[config.mk]
export PLATFORM = sky130hd
export DESIGN_NAME = adc_result_readout
export DESIGN_NICKNAME = d
export VERILOG_FILES = /design/src/shared/adc_result_pkg.sv /design/src/adc_result_readout.sv /design/src/adc_trigger_select.sv
export SDC_FILE = /design/constraint.sdc
export NUM_CORES = 1
export LEC_CHECK = 0
export BUFFER_PORTS_ARGS = -buffer_cell sky130_fd_sc_hd__clkbuf_2
export CAP_MARGIN = 20
export CORE_MARGIN = 4
export CORE_UTILIZATION = 40
export DETAILED_ROUTE_END_ITERATION = 10
export GPL_TIMING_DRIVEN = 0
export PLACE_DENSITY = 0.82
export SLEW_MARGIN = 20
export SYNTH_ARGS = -nofsm -noshare
export SYNTH_HDL_FRONTEND = slang
export SYNTH_HIERARCHICAL = 1
export SYNTH_SLANG_ARGS = --single-unit
[constraint.sdc]
create_clock -name pclk -period 1.5 [get_ports pclk]
set_input_delay 0.3 -clock pclk [delete_from_list [all_inputs] [get_ports pclk]]
set_output_delay 0.3 -clock pclk [all_outputs]
set_load 0.02 [all_outputs]
[src/shared/adc_result_pkg.sv]
// package for the converter result readout block
// assumes a 32-bit apb master and a converter core outside this block
package adc_result_pkg;
  // byte addresses (printed offset 0x7b is not a multiple of four: index kept)
  localparam logic [7:0]  CTRL_B_INDEX       = 8'h7b;
  localparam logic [11:0] CTRL_B_ADDR        = 12'h1ec;
  localparam logic [11:0] RESULT_LOW_ADDR    = 12'h000;
  localparam logic [11:0] RESULT_HIGH_ADDR   = 12'h004;
  localparam logic [11:0] MUX_SELECT_ADDR    = 12'h008;
  localparam logic [11:0] CTRL_A_ADDR        = 12'h00c;
  localparam logic [11:0] STATUS_ADDR        = 12'h010;
  localparam int          ADDR_W             = 12;
  localparam int          RESULT_W           = 10;
  // control b fields
  localparam int          CMP_MUX_EN_BIT     = 6;
  localparam int          TRIG_SEL_LSB       = 0;
  localparam int          TRIG_SEL_W         = 3;
  localparam logic [7:0]  CTRL_B_WMASK       = 8'h47;
  localparam logic [7:0]  CTRL_B_RESET       = 8'h00;
  // mux select register fields
  localparam int          LEFT_ADJ_BIT       = 5;
  localparam int          CHAN_LSB           = 0;
  localparam int          CHAN_W             = 4;
  localparam logic [7:0]  MUX_SELECT_WMASK   = 8'h2f;
  // control a fields
  localparam int          CONV_EN_BIT        = 7;
  localparam int          AUTO_TRIG_BIT      = 5;
  localparam logic [7:0]  CTRL_A_WMASK       = 8'ha0;
  // status fields
  localparam int          STAT_FROZEN_BIT    = 0;
  localparam int          STAT_PENDING_BIT   = 1;
  localparam logic [9:0]  RESULT_RESET       = 10'h000;
  localparam logic [2:0]  TRIG_FREE_RUN      = 3'h0;

  typedef struct packed {
    logic [6:0] source;   // 7 event flags, code 1..7 -> bit 0..6
  } trig_flags_s;

  typedef struct packed {
    logic       done;
    logic [9:0] value;
  } conv_result_s;
endpackage : adc_result_pkg

[src/adc_result_readout.sv]
// result readout, freeze handshake and control b register on apb
// assumes conversion results and event flags arrive on pclk
//
// Added by the designer: register access over APB.
`timescale 1ns/1ns
`default_nettype none
// Function
// conversion completion loads result pair
// low read freezes until high read
// software reads low byte first
// left adjust selects result justification
// result ten bits, read only, resets zero
// control b at 0x7b, enable and selector
// reserved control b bits read zero
// selected rising flag starts conversion
// selector codes map seven event sources
// left layout puts bits high
module adc_result_readout (
  input  wire logic                        pclk,
  input  wire logic                        presetn,
  input  wire logic                        psel,
  input  wire logic                        penable,
  input  wire logic                        pwrite,
  input  wire logic [11:0]                 paddr,
  input  wire logic [31:0]                 pwdata,
  output logic      [31:0]                 prdata,
  output logic                             pready,
  output logic                             pslverr,
  input  wire adc_result_pkg::conv_result_s conv_in,
  input  wire adc_result_pkg::trig_flags_s  trig_flags,
  output logic                             conv_start,
  output logic                             cmp_mux_enable,
  output logic      [3:0]                  channel_select_bits
);
  logic [9:0] result_r;
  logic [9:0] result_nxt;
  logic [9:0] pend_r;
  logic [9:0] pend_nxt;
  logic       pend_valid_r;
  logic       pend_valid_nxt;
  logic       frozen_r;
  logic       frozen_nxt;
  logic [7:0] ctrl_b_r;
  logic [7:0] ctrl_b_nxt;
  logic [7:0] mux_sel_r;
  logic [7:0] mux_sel_nxt;
  logic [7:0] ctrl_a_r;
  logic [7:0] ctrl_a_nxt;
  logic [31:0] prdata_nxt;
  logic        pready_nxt;
  logic        pslverr_nxt;
  logic        access;
  logic        wr;
  logic        rd;
  logic        trig_start;

  // justified byte layout
  function automatic logic [7:0] res_byte(input logic [9:0] v, input logic left,
                                          input logic high);
    logic [15:0] w;
    // left layout bits
    w = left ? {v, 6'h00} : {6'h00, v};
    res_byte = high ? w[15:8] : w[7:0];
  endfunction : res_byte

  function automatic logic hit(input logic [11:0] a, input logic [11:0] b);
    hit = (a == b);
  endfunction : hit

  assign access = psel && penable && !pready;
  assign wr     = access && pwrite;
  assign rd     = access && !pwrite;

  adc_trigger_select u_trig (
    .pclk       (pclk),
    .presetn    (presetn),
    .flags      (trig_flags),
    .trig_sel   (ctrl_b_r[adc_result_pkg::TRIG_SEL_LSB +: adc_result_pkg::TRIG_SEL_W]),
    .auto_en    (ctrl_a_r[adc_result_pkg::AUTO_TRIG_BIT]),
    .conv_en    (ctrl_a_r[adc_result_pkg::CONV_EN_BIT]),
    .trig_start (trig_start)
  );

  // result path
  always_comb
  begin
    result_nxt     = result_r;
    pend_nxt       = pend_r;
    pend_valid_nxt = pend_valid_r;
    frozen_nxt     = frozen_r;
    // load on completion
    if (conv_in.done)
    begin
      if (frozen_r)
      begin
        // hold while frozen
        pend_nxt       = conv_in.value;
        pend_valid_nxt = 1'b1;
      end
      else
      begin
        result_nxt = conv_in.value;
      end
    end
    if (rd && hit(paddr, adc_result_pkg::RESULT_LOW_ADDR))
    begin
      // low read freezes
      frozen_nxt = 1'b1;
    end
    if (rd && hit(paddr, adc_result_pkg::RESULT_HIGH_ADDR))
    begin
      // high read releases
      frozen_nxt = 1'b0;
      if (conv_in.done)
      begin
        result_nxt     = conv_in.value;
        pend_valid_nxt = 1'b0;
      end
      else if (pend_valid_r)
      begin
        result_nxt     = pend_r;
        pend_valid_nxt = 1'b0;
      end
    end
  end

  always_ff @(posedge pclk or negedge presetn)
  begin
    if (!presetn)
    begin
      // result resets zero
      result_r     <= adc_result_pkg::RESULT_RESET;
      pend_r       <= adc_result_pkg::RESULT_RESET;
      pend_valid_r <= 1'b0;
      frozen_r     <= 1'b0;
    end
    else
    begin
      result_r     <= result_nxt;
      pend_r       <= pend_nxt;
      pend_valid_r <= pend_valid_nxt;
      frozen_r     <= frozen_nxt;
    end
  end

  // register writes
  always_comb
  begin
    ctrl_b_nxt  = ctrl_b_r;
    mux_sel_nxt = mux_sel_r;
    ctrl_a_nxt  = ctrl_a_r;
    if (wr)
    begin
      // control b write
      // reserved bits masked
      if (hit(paddr, adc_result_pkg::CTRL_B_ADDR))
        ctrl_b_nxt = pwdata[7:0] & adc_result_pkg::CTRL_B_WMASK;
      if (hit(paddr, adc_result_pkg::MUX_SELECT_ADDR))
        mux_sel_nxt = pwdata[7:0] & adc_result_pkg::MUX_SELECT_WMASK;
      if (hit(paddr, adc_result_pkg::CTRL_A_ADDR))
        ctrl_a_nxt = pwdata[7:0] & adc_result_pkg::CTRL_A_WMASK;
    end
  end

  // bus answer
  always_comb
  begin
    prdata_nxt  = 32'h0000_0000;
    pready_nxt  = access;
    pslverr_nxt = 1'b0;
    if (access)
    begin
      unique case (paddr)
        adc_result_pkg::RESULT_LOW_ADDR:
          prdata_nxt[7:0] = res_byte(result_r, mux_sel_r[adc_result_pkg::LEFT_ADJ_BIT],
                                     1'b0);
        adc_result_pkg::RESULT_HIGH_ADDR:
          prdata_nxt[7:0] = res_byte(result_r, mux_sel_r[adc_result_pkg::LEFT_ADJ_BIT],
                                     1'b1);
        adc_result_pkg::CTRL_B_ADDR:
          prdata_nxt[7:0] = ctrl_b_r;
        adc_result_pkg::MUX_SELECT_ADDR:
          prdata_nxt[7:0] = mux_sel_r;
        adc_result_pkg::CTRL_A_ADDR:
          prdata_nxt[7:0] = ctrl_a_r;
        adc_result_pkg::STATUS_ADDR:
        begin
          prdata_nxt[adc_result_pkg::STAT_FROZEN_BIT]  = frozen_r;
          prdata_nxt[adc_result_pkg::STAT_PENDING_BIT] = pend_valid_r;
        end
        default:
          pslverr_nxt = 1'b1;
      endcase
    end
    if (!rd)
      prdata_nxt = 32'h0000_0000;
  end

  always_ff @(posedge pclk or negedge presetn)
  begin
    if (!presetn)
    begin
      ctrl_b_r            <= adc_result_pkg::CTRL_B_RESET;
      mux_sel_r           <= 8'h00;
      ctrl_a_r            <= 8'h00;
      prdata              <= 32'h0000_0000;
      pready              <= 1'b0;
      pslverr             <= 1'b0;
      conv_start          <= 1'b0;
      cmp_mux_enable      <= 1'b0;
      channel_select_bits <= 4'h0;
    end
    else
    begin
      ctrl_b_r            <= ctrl_b_nxt;
      mux_sel_r           <= mux_sel_nxt;
      ctrl_a_r            <= ctrl_a_nxt;
      prdata              <= prdata_nxt;
      pready              <= pready_nxt;
      pslverr             <= pslverr_nxt;
      conv_start          <= trig_start;
      cmp_mux_enable      <= ctrl_b_nxt[adc_result_pkg::CMP_MUX_EN_BIT];
      channel_select_bits <= mux_sel_nxt[adc_result_pkg::CHAN_LSB +: adc_result_pkg::CHAN_W];
    end
  end

  // frozen result stable
  AST_FROZEN_HOLD: assert property (@(posedge pclk) disable iff (!presetn)
    frozen_r && !(rd && hit(paddr, adc_result_pkg::RESULT_HIGH_ADDR))
    |=> $stable(result_r))
    else $error("result changed while frozen");
  // completion loads result
  AST_LOAD: assert property (@(posedge pclk) disable iff (!presetn)
    conv_in.done && !frozen_r |=> result_r == $past(conv_in.value))
    else $error("completed result not loaded");
  // reserved bits zero
  AST_RESERVED_ZERO: assert property (@(posedge pclk) disable iff (!presetn)
    (ctrl_b_r & ~adc_result_pkg::CTRL_B_WMASK) == 8'h00)
    else $error("reserved control b bit set");
  // write reaches register
  AST_CTRL_B_WRITE: assert property (@(posedge pclk) disable iff (!presetn)
    wr && hit(paddr, adc_result_pkg::CTRL_B_ADDR)
    |=> ctrl_b_r == ($past(pwdata[7:0]) & adc_result_pkg::CTRL_B_WMASK))
    else $error("control b write lost");
  // result write ignored
  AST_RESULT_RO: assert property (@(posedge pclk) disable iff (!presetn)
    wr && !conv_in.done && !frozen_r |=> $stable(result_r))
    else $error("result changed by write");
  // left layout low byte
  AST_LEFT_LOW: assert property (@(posedge pclk) disable iff (!presetn)
    rd && hit(paddr, adc_result_pkg::RESULT_LOW_ADDR) && mux_sel_r[adc_result_pkg::LEFT_ADJ_BIT]
    |=> prdata[5:0] == 6'h00 && prdata[7:6] == $past(result_r[1:0]))
    else $error("left low byte layout wrong");
  // right layout high byte
  AST_RIGHT_HIGH: assert property (@(posedge pclk) disable iff (!presetn)
    rd && hit(paddr, adc_result_pkg::RESULT_HIGH_ADDR) && !mux_sel_r[adc_result_pkg::LEFT_ADJ_BIT]
    |=> prdata[7:0] == {6'h00, $past(result_r[9:8])})
    else $error("right high byte layout wrong");
  // low read freezes
  AST_FREEZE: assert property (@(posedge pclk) disable iff (!presetn)
    rd && hit(paddr, adc_result_pkg::RESULT_LOW_ADDR) |=> frozen_r)
    else $error("low read did not freeze");
  // right layout low byte
  AST_RIGHT_LOW: assert property (@(posedge pclk) disable iff (!presetn)
    rd && hit(paddr, adc_result_pkg::RESULT_LOW_ADDR) && !mux_sel_r[adc_result_pkg::LEFT_ADJ_BIT]
    |=> prdata[7:0] == $past(result_r[7:0]))
    else $error("right low byte layout wrong");
  // left layout high byte
  AST_LEFT_HIGH: assert property (@(posedge pclk) disable iff (!presetn)
    rd && hit(paddr, adc_result_pkg::RESULT_HIGH_ADDR) && mux_sel_r[adc_result_pkg::LEFT_ADJ_BIT]
    |=> prdata[7:0] == $past(result_r[9:2]))
    else $error("left high byte layout wrong");
  // reserved bits read zero
  AST_RESERVED_READ: assert property (@(posedge pclk) disable iff (!presetn)
    rd && hit(paddr, adc_result_pkg::CTRL_B_ADDR)
    |=> (prdata[7:0] & ~adc_result_pkg::CTRL_B_WMASK) == 8'h00)
    else $error("reserved control b bit read as one");
  // high read releases
  AST_HIGH_RELEASE: assert property (@(posedge pclk) disable iff (!presetn)
    rd && hit(paddr, adc_result_pkg::RESULT_HIGH_ADDR)
    |=> !frozen_r)
    else $error("high read did not release");
  // held result loaded on release
  AST_PEND_LOAD: assert property (@(posedge pclk) disable iff (!presetn)
    rd && hit(paddr, adc_result_pkg::RESULT_HIGH_ADDR) && pend_valid_r && !conv_in.done
    |=> result_r == $past(pend_r))
    else $error("held result not loaded");
  // completion held while frozen
  AST_PEND_TAKE: assert property (@(posedge pclk) disable iff (!presetn)
    frozen_r && conv_in.done && !(rd && hit(paddr, adc_result_pkg::RESULT_HIGH_ADDR))
    |=> pend_valid_r && pend_r == $past(conv_in.value))
    else $error("completion during freeze lost");
  // enable output follows write
  AST_CMP_MUX_OUT: assert property (@(posedge pclk) disable iff (!presetn)
    wr && hit(paddr, adc_result_pkg::CTRL_B_ADDR)
    |=> cmp_mux_enable == $past(pwdata[adc_result_pkg::CMP_MUX_EN_BIT]))
    else $error("comparator mux enable output wrong");
  // trigger reaches start output
  AST_START_OUT: assert property (@(posedge pclk) disable iff (!presetn)
    trig_start
    |=> conv_start)
    else $error("trigger did not reach start output");
  // channel output follows write
  AST_CHANNEL_OUT: assert property (@(posedge pclk) disable iff (!presetn)
    wr && hit(paddr, adc_result_pkg::MUX_SELECT_ADDR)
    |=> channel_select_bits == $past(pwdata[adc_result_pkg::CHAN_LSB +: adc_result_pkg::CHAN_W]))
    else $error("channel select output wrong");
endmodule : adc_result_readout
`default_nettype wire

[src/adc_trigger_select.sv]
// trigger source selection with rising-edge detection
// assumes event flags are synchronous to pclk
`timescale 1ns/1ns
`default_nettype none
module adc_trigger_select (
  input  wire logic                       pclk,
  input  wire logic                       presetn,
  input  wire adc_result_pkg::trig_flags_s flags,
  input  wire logic [2:0]                 trig_sel,
  input  wire logic                       auto_en,
  input  wire logic                       conv_en,
  output logic                            trig_start
);
  logic [7:0] src_vec;
  logic       level_r;
  logic       level_nxt;
  logic       start_nxt;

  always_comb
  begin
    // code to source, code 0 reads a constant zero
    src_vec   = {flags.source, 1'b0};
    level_nxt = src_vec[trig_sel];
    // rising edge start
    start_nxt = auto_en && conv_en && level_nxt && !level_r;
  end

  always_ff @(posedge pclk or negedge presetn)
  begin
    if (!presetn)
    begin
      level_r    <= 1'b0;
      trig_start <= 1'b0;
    end
    else
    begin
      level_r    <= level_nxt;
      trig_start <= start_nxt;
    end
  end

  // free running never edges
  AST_FREE_NO_TRIG: assert property (@(posedge pclk) disable iff (!presetn)
    (trig_sel == adc_result_pkg::TRIG_FREE_RUN) |=> !trig_start)
    else $error("trigger from free running code");
  // disabled means no trigger
  AST_AUTO_OFF: assert property (@(posedge pclk) disable iff (!presetn)
    !auto_en |=> !trig_start)
    else $error("trigger while auto trigger off");
endmodule : adc_trigger_select
`default_nettype wire

=== After elaboration in Yosys (flattened, before gate mapping) ===
Cells that the tools add are included.

* Multiplexer cells: 23
* Equal/unequal tests: 5
* Magnitude comparators: 1
* Reductions and logical operators: 19

{| class="wikitable"
|+ Operators by type and width
! cell !! number
|-
| 10-bit two-way mux || 5
|-
| 6-bit case mux with 5 select lines || 1
|-
| 12-bit by 4-bit equality test with 1-bit output, second input constant || 2
|-
| 16-bit two-way mux || 1
|-
| 8-bit two-way mux || 2
|-
| 7-bit two-way mux || 2
|-
| 12-bit by 3-bit equality test with 1-bit output, second input constant || 1
|-
| 12-bit by 5-bit equality test with 1-bit output, second input constant || 1
|-
| 12-bit by 9-bit equality test with 1-bit output, second input constant || 1
|-
| 12-bit logical NOT || 1
|-
| 1-bit two-way mux || 10
|-
| 2-bit case mux with 5 select lines || 1
|-
| 1-bit logical AND || 9
|-
| 2-bit AND reduction || 4
|-
| 6-bit OR reduction || 1
|-
| 3-bit by 4-bit less-than comparator with 1-bit output, second input constant || 1
|-
| 1-bit binary-select mux with 3-bit select || 1
|-
| 1-bit logical NOT || 3
|-
| 2-bit nonzero test || 1
|}

* Register bits: 70
* Output and inout bits: 40
* Word-level logic and storage cells: 63
* Bits of input ports: 67

=== Logic depth before layout (Yosys ltp) ===
* Depth in word-level cells: 6
* Depth in mapped cells: 6
* Mapped depth without buffers: 5

=== By module ===
The synthesis kept the hierarchy.

{| class="wikitable"
|+ By module, submodules not included
! module !! area each (µm²) !! times used !! seq. area each (µm²) !! cells each
|-
| adc_result_readout || 2,695.1 || 1 || 1,101.1 || 259
|-
| adc_trigger_select || 123.9 || 1 || 50.0 || 10
|}

=== Worst setup path after synthesis ===
Ideal clock, no wire load.

* Kind: input port to flip-flop
* From: input port paddr[9]
* To: register channel_select_bits[0]
* Arrival: 1.707 ns
* Cell stages on the path: 5
* Slack: -0.332 ns
* Library setup time: 0.125 ns
* Required time: 1.375 ns
* Buffers on the path: 1
* Cell sequence: or3_4 > buf_6 > nor4b_4 > nand4_4 > mux2_4

* Cells in the longest elaborated chain, start to end: 2

{| class="wikitable"
|+ Ends and longest elaborated chain
! item !! line !! source
|-
| from (decl) || adc_result_readout.sv:24 || <nowiki>input wire logic [11:0] paddr,</nowiki>
|-
| 12-bit by 4-bit equality test with 1-bit output || adc_result_readout.sv:67 || <nowiki>hit = (a == b);</nowiki>
|-
| 2-bit AND reduction (no source line) || n/a ||
|-
| to (signal assigned) || adc_result_readout.sv:223 || <nowiki>channel_select_bits <= mux_sel_nxt[adc_result_pkg::CHAN_LSB +: adc_result_pkg::CHAN_W];</nowiki>
|-
| to (decl) || adc_result_readout.sv:33 || <nowiki>output logic [3:0] channel_select_bits</nowiki>
|}

Every way passes these cells.
A chain may end at the register's enable or synchronous reset.

=== Final worst setup path ===
* From: input port paddr[6]
* To: register channel_select_bits[1]

The elaborated chain is that of the path after synthesis.

==> metrics.md <==
| Metric | Value |
|---|---|
| Clock slew at reported path FFs | `0.09 ns` |
| Post-place setup slack | `-0.694 ns` |
| Mapped Avg Cell Area | `10.5 sq um` |
| Power Density | `around 670 nW/um^2` |
| Clock H-tree levels | `2` |
| CTS tree | `built` |
| Mapped cell area | `2820 sq um` |
| Vias in the first global route | `2,471` |
| Antenna viol nets, final | `0` |
| Largest net degree at the start of global routing | `47` |
| # DRC | `0` |
| Clock root buffer | `clkbuf_8` |
| Worst reg-to-reg path cell count | `5` |
| Worst hold path type | `input pin to async pin` |
| Die Ht | `92.0 microns` |
| Flop and latch count out of synthesis | `46` |
| Synth top area share | `0.408` |
| Final period util | `1.09` |
| Critical Path Max Stage Delay | `0.46 ns` |
| Clk_skew | `0.00774 ns` |
| Max-slew violation count | `0` |
| Drt wl/cell | `17.6 microns` |
| Ant diodes | `0` |
| DR vias | `2,595` |
| Synth area leaders | `dfrtp_1, mux2_2, buf_4` |
| Crit path depth | `6` |
| Maximum fanout along the worst path | `7` |
| Overflow after GRT | `0` |
| Row count | `30` |
| Slew @ Worst Pin | `0.575 ns` |
| F_max | `610 MHz` |
| Io pins | `107` |
| Die area | `approximately 8500 sq um` |
| Layout area overhead | `38.0%` |
| Layout cells sized above 1 | `0.548` |
| RD Place Congestion | `~0.85` |
| WP data arrival | `1.83 ns` |
| PortBufs | `57` |
| Path type of the worst setup path | `input pin to flip-flop` |
| GRT Overall Usage | `0.188` |
| PnR worst setup slack | `-0.138 ns` |
| Hpwl dp | `5550 microns` |
| Design Area, Final | `3890 sq um` |
| Synth Warn # | `6` |
| Crit path launch type | `input pin` |
| Via density per instance | `5.60` |
| Fraction of registers with async set/reset | `1.00` |
| RSZ-0062 raised after global routing | `true` |
| Slew margin rel. | `0.617` |
| Max Root-Sink Buffers | `2` |
| Initial antenna violation count | `0` |
| DIE WIDTH | `92.0 microns` |
| Drt first-iter violations | `241` |
| Peak supply drop | `0.000421 V` |
| First-pass iteration count of the detailed router | `5` |
| P_leak | `0.00179 uW` |
| WHS | `-0.0101 ns` |
| Core ar. | `6830 sq um` |
| Bufs and invs on worst path | `2` |
| First-pass GRT wire length | `roughly 13,000 microns` |
| Fin. Hold Viols | `23` |
| CP required | `1.69 ns` |
| Number of synthesized flops with an enable pin | `0` |
| Starting Density | `0.413` |
| Synth Instances | `269` |
| Status | `complete, but fails checks` |
| Placed Instance Area | `3370 sq um` |
| Sequential share of the synthesized area | `0.408` |
| Final wirelength | `8140 microns` |
| Top FF cell, synth | `dfrtp_1` |
| Distinct cells, synth | `42` |
| Final setup fails | `9` |
| Nets | `around 430` |
| Failing checks | `negative hold slack, negative setup slack` |
| TritonCTS Sinks | `46` |
| Clk_lat worst skew | `~0.31 ns` |
| Slowest CP cell | `or3_4` |
| CP Capture Type | `flip-flop` |
| CTS Buf Count | `5` |
| Tmin final | `about 1.6 ns` |
| CP top delay family | `simple AND/OR/NAND/NOR gates` |
| Crit path cell chain | `buf_6 -> or3_4 -> nor4b_4 -> buf_4 -> nand4_4 -> mux2_4` |
| Leading area contributor after synthesis | `dfrtp_1` |
| # Max-Cap Violations | `0` |
sequential cells by signal (all words and copies together) (netlist names), 2 cells and up:
name and cells:
ctrl_b_r 4, prdata 8, ctrl_a_r 2, pend_r 10
channel_select_bits 4, result_r 10
final cells by class:
cell class,count,area (sq um)
Fill cell,610,2940
Multi-Input combinational cell,198,1760
Sequential cell,46,1150
Timing Repair Buffer,74,444
Buffer,39,310
Tap cell,96,120
Clock buffer,7,86.3
Inverter,2,7.51
Clock inverter,1,5.00
cells in the mapped netlist (4+ instances only):
master / number
nor4b_1: 11
dfrtp_1: 46
nand2b_1: 4
mux2_2: 30
mux2_4: 5
nor2_1: 11
o21ai_0: 4
nand2_1: 7
buf_4: 28
a21oi_1: 15
clkbuf_1: 12
nor4_1: 24
nor3_1: 14
and4_1: 5
worst paths after layout:
| path | start | end | slack, ns |
|---|---|---|---|
| min in group pclk | pwdata[3] | channel_select_bits[3] | 0.22 |
| hold reg to reg | u_trig/trig_start | conv_start | 0.36 |
| setup reg to reg | pready | ctrl_a_r[5] | -0.03 |
| hold / removal | presetn | channel_select_bits[1] | -0.01 |
| setup / recovery | paddr[6] | channel_select_bits[1] | -0.14 |
| max in group asynchronous | presetn | pready | 1.10 |
through the flow:
stage	hold WS [ns]	instances	total power (uW)	util	TNS (ns)
after global routing	0.0430	463	2680	0.570	-1.50
after floorplan	0.00441	292	1580	-	-2.82
after global placement	0.333	445	1720	0.494	-13.54
after detailed placement	0.340	445	1730	0.494	-14.25
after CTS	0.220	455	2550	0.535	-1.10
final	-0.0101	463	2590	0.570	-0.929
report_power, final:
part / leakage [uW] / internal [uW] / switching [uW]
combinational: 0.00111 / 219 / 267
sequential: 0.000628 / 1270 / 36.2
clock: 0.0000482 / 373 / 427
kinds of logic after synthesis:
| group | share of synthesized area |
|---|---|
| AO/OA/AOI/OAI | 0.0706 |
| flip-flops | 0.408 |
| AND/OR/NAND/NOR | 0.247 |
| buffers and inverters | 0.107 |
| other | 0.00133 |
| multiplexers | 0.165 |
per-layer routing:
layer | vias to the layer above | track usage | part of all wire
li1 | 1173 | - | -
met1 | 1268 | 0.247 | 0.42
met2 | 138 | 0.310 | 0.49
met3 | 16 | 0.0427 | 0.075
met4 | 0 | 0.0545 | 0.017
met5 | - | 0 | 0
layout by cell type (no fill, tap or decap), drive strengths merged, types with 4 or more instances in the layout:
cell type / synthesis / final
nor4b: 12 / 12
nor4: 25 / 25
a21oi: 15 / 15
nor2: 11 / 11
o21ai: 4 / 4
and4: 5 / 5
nand4: 4 / 4
conb: 1 / 24
nand2: 7 / 7
nand2b: 4 / 4
mux2: 35 / 35
buf: 34 / 53
nor3: 15 / 15
clkbuf: 12 / 67
or3: 4 / 4
dfrtp: 46 / 46
what timing repair did:
action	4_1_cts	5_1_grt
hold buffers	0	0
resized for setup	36	41
pin swaps	10	25
gates cloned	1	1
endpoints found under the setup margin	30	29
setup buffers	8	9
Power figures use the tool's default switching activity.
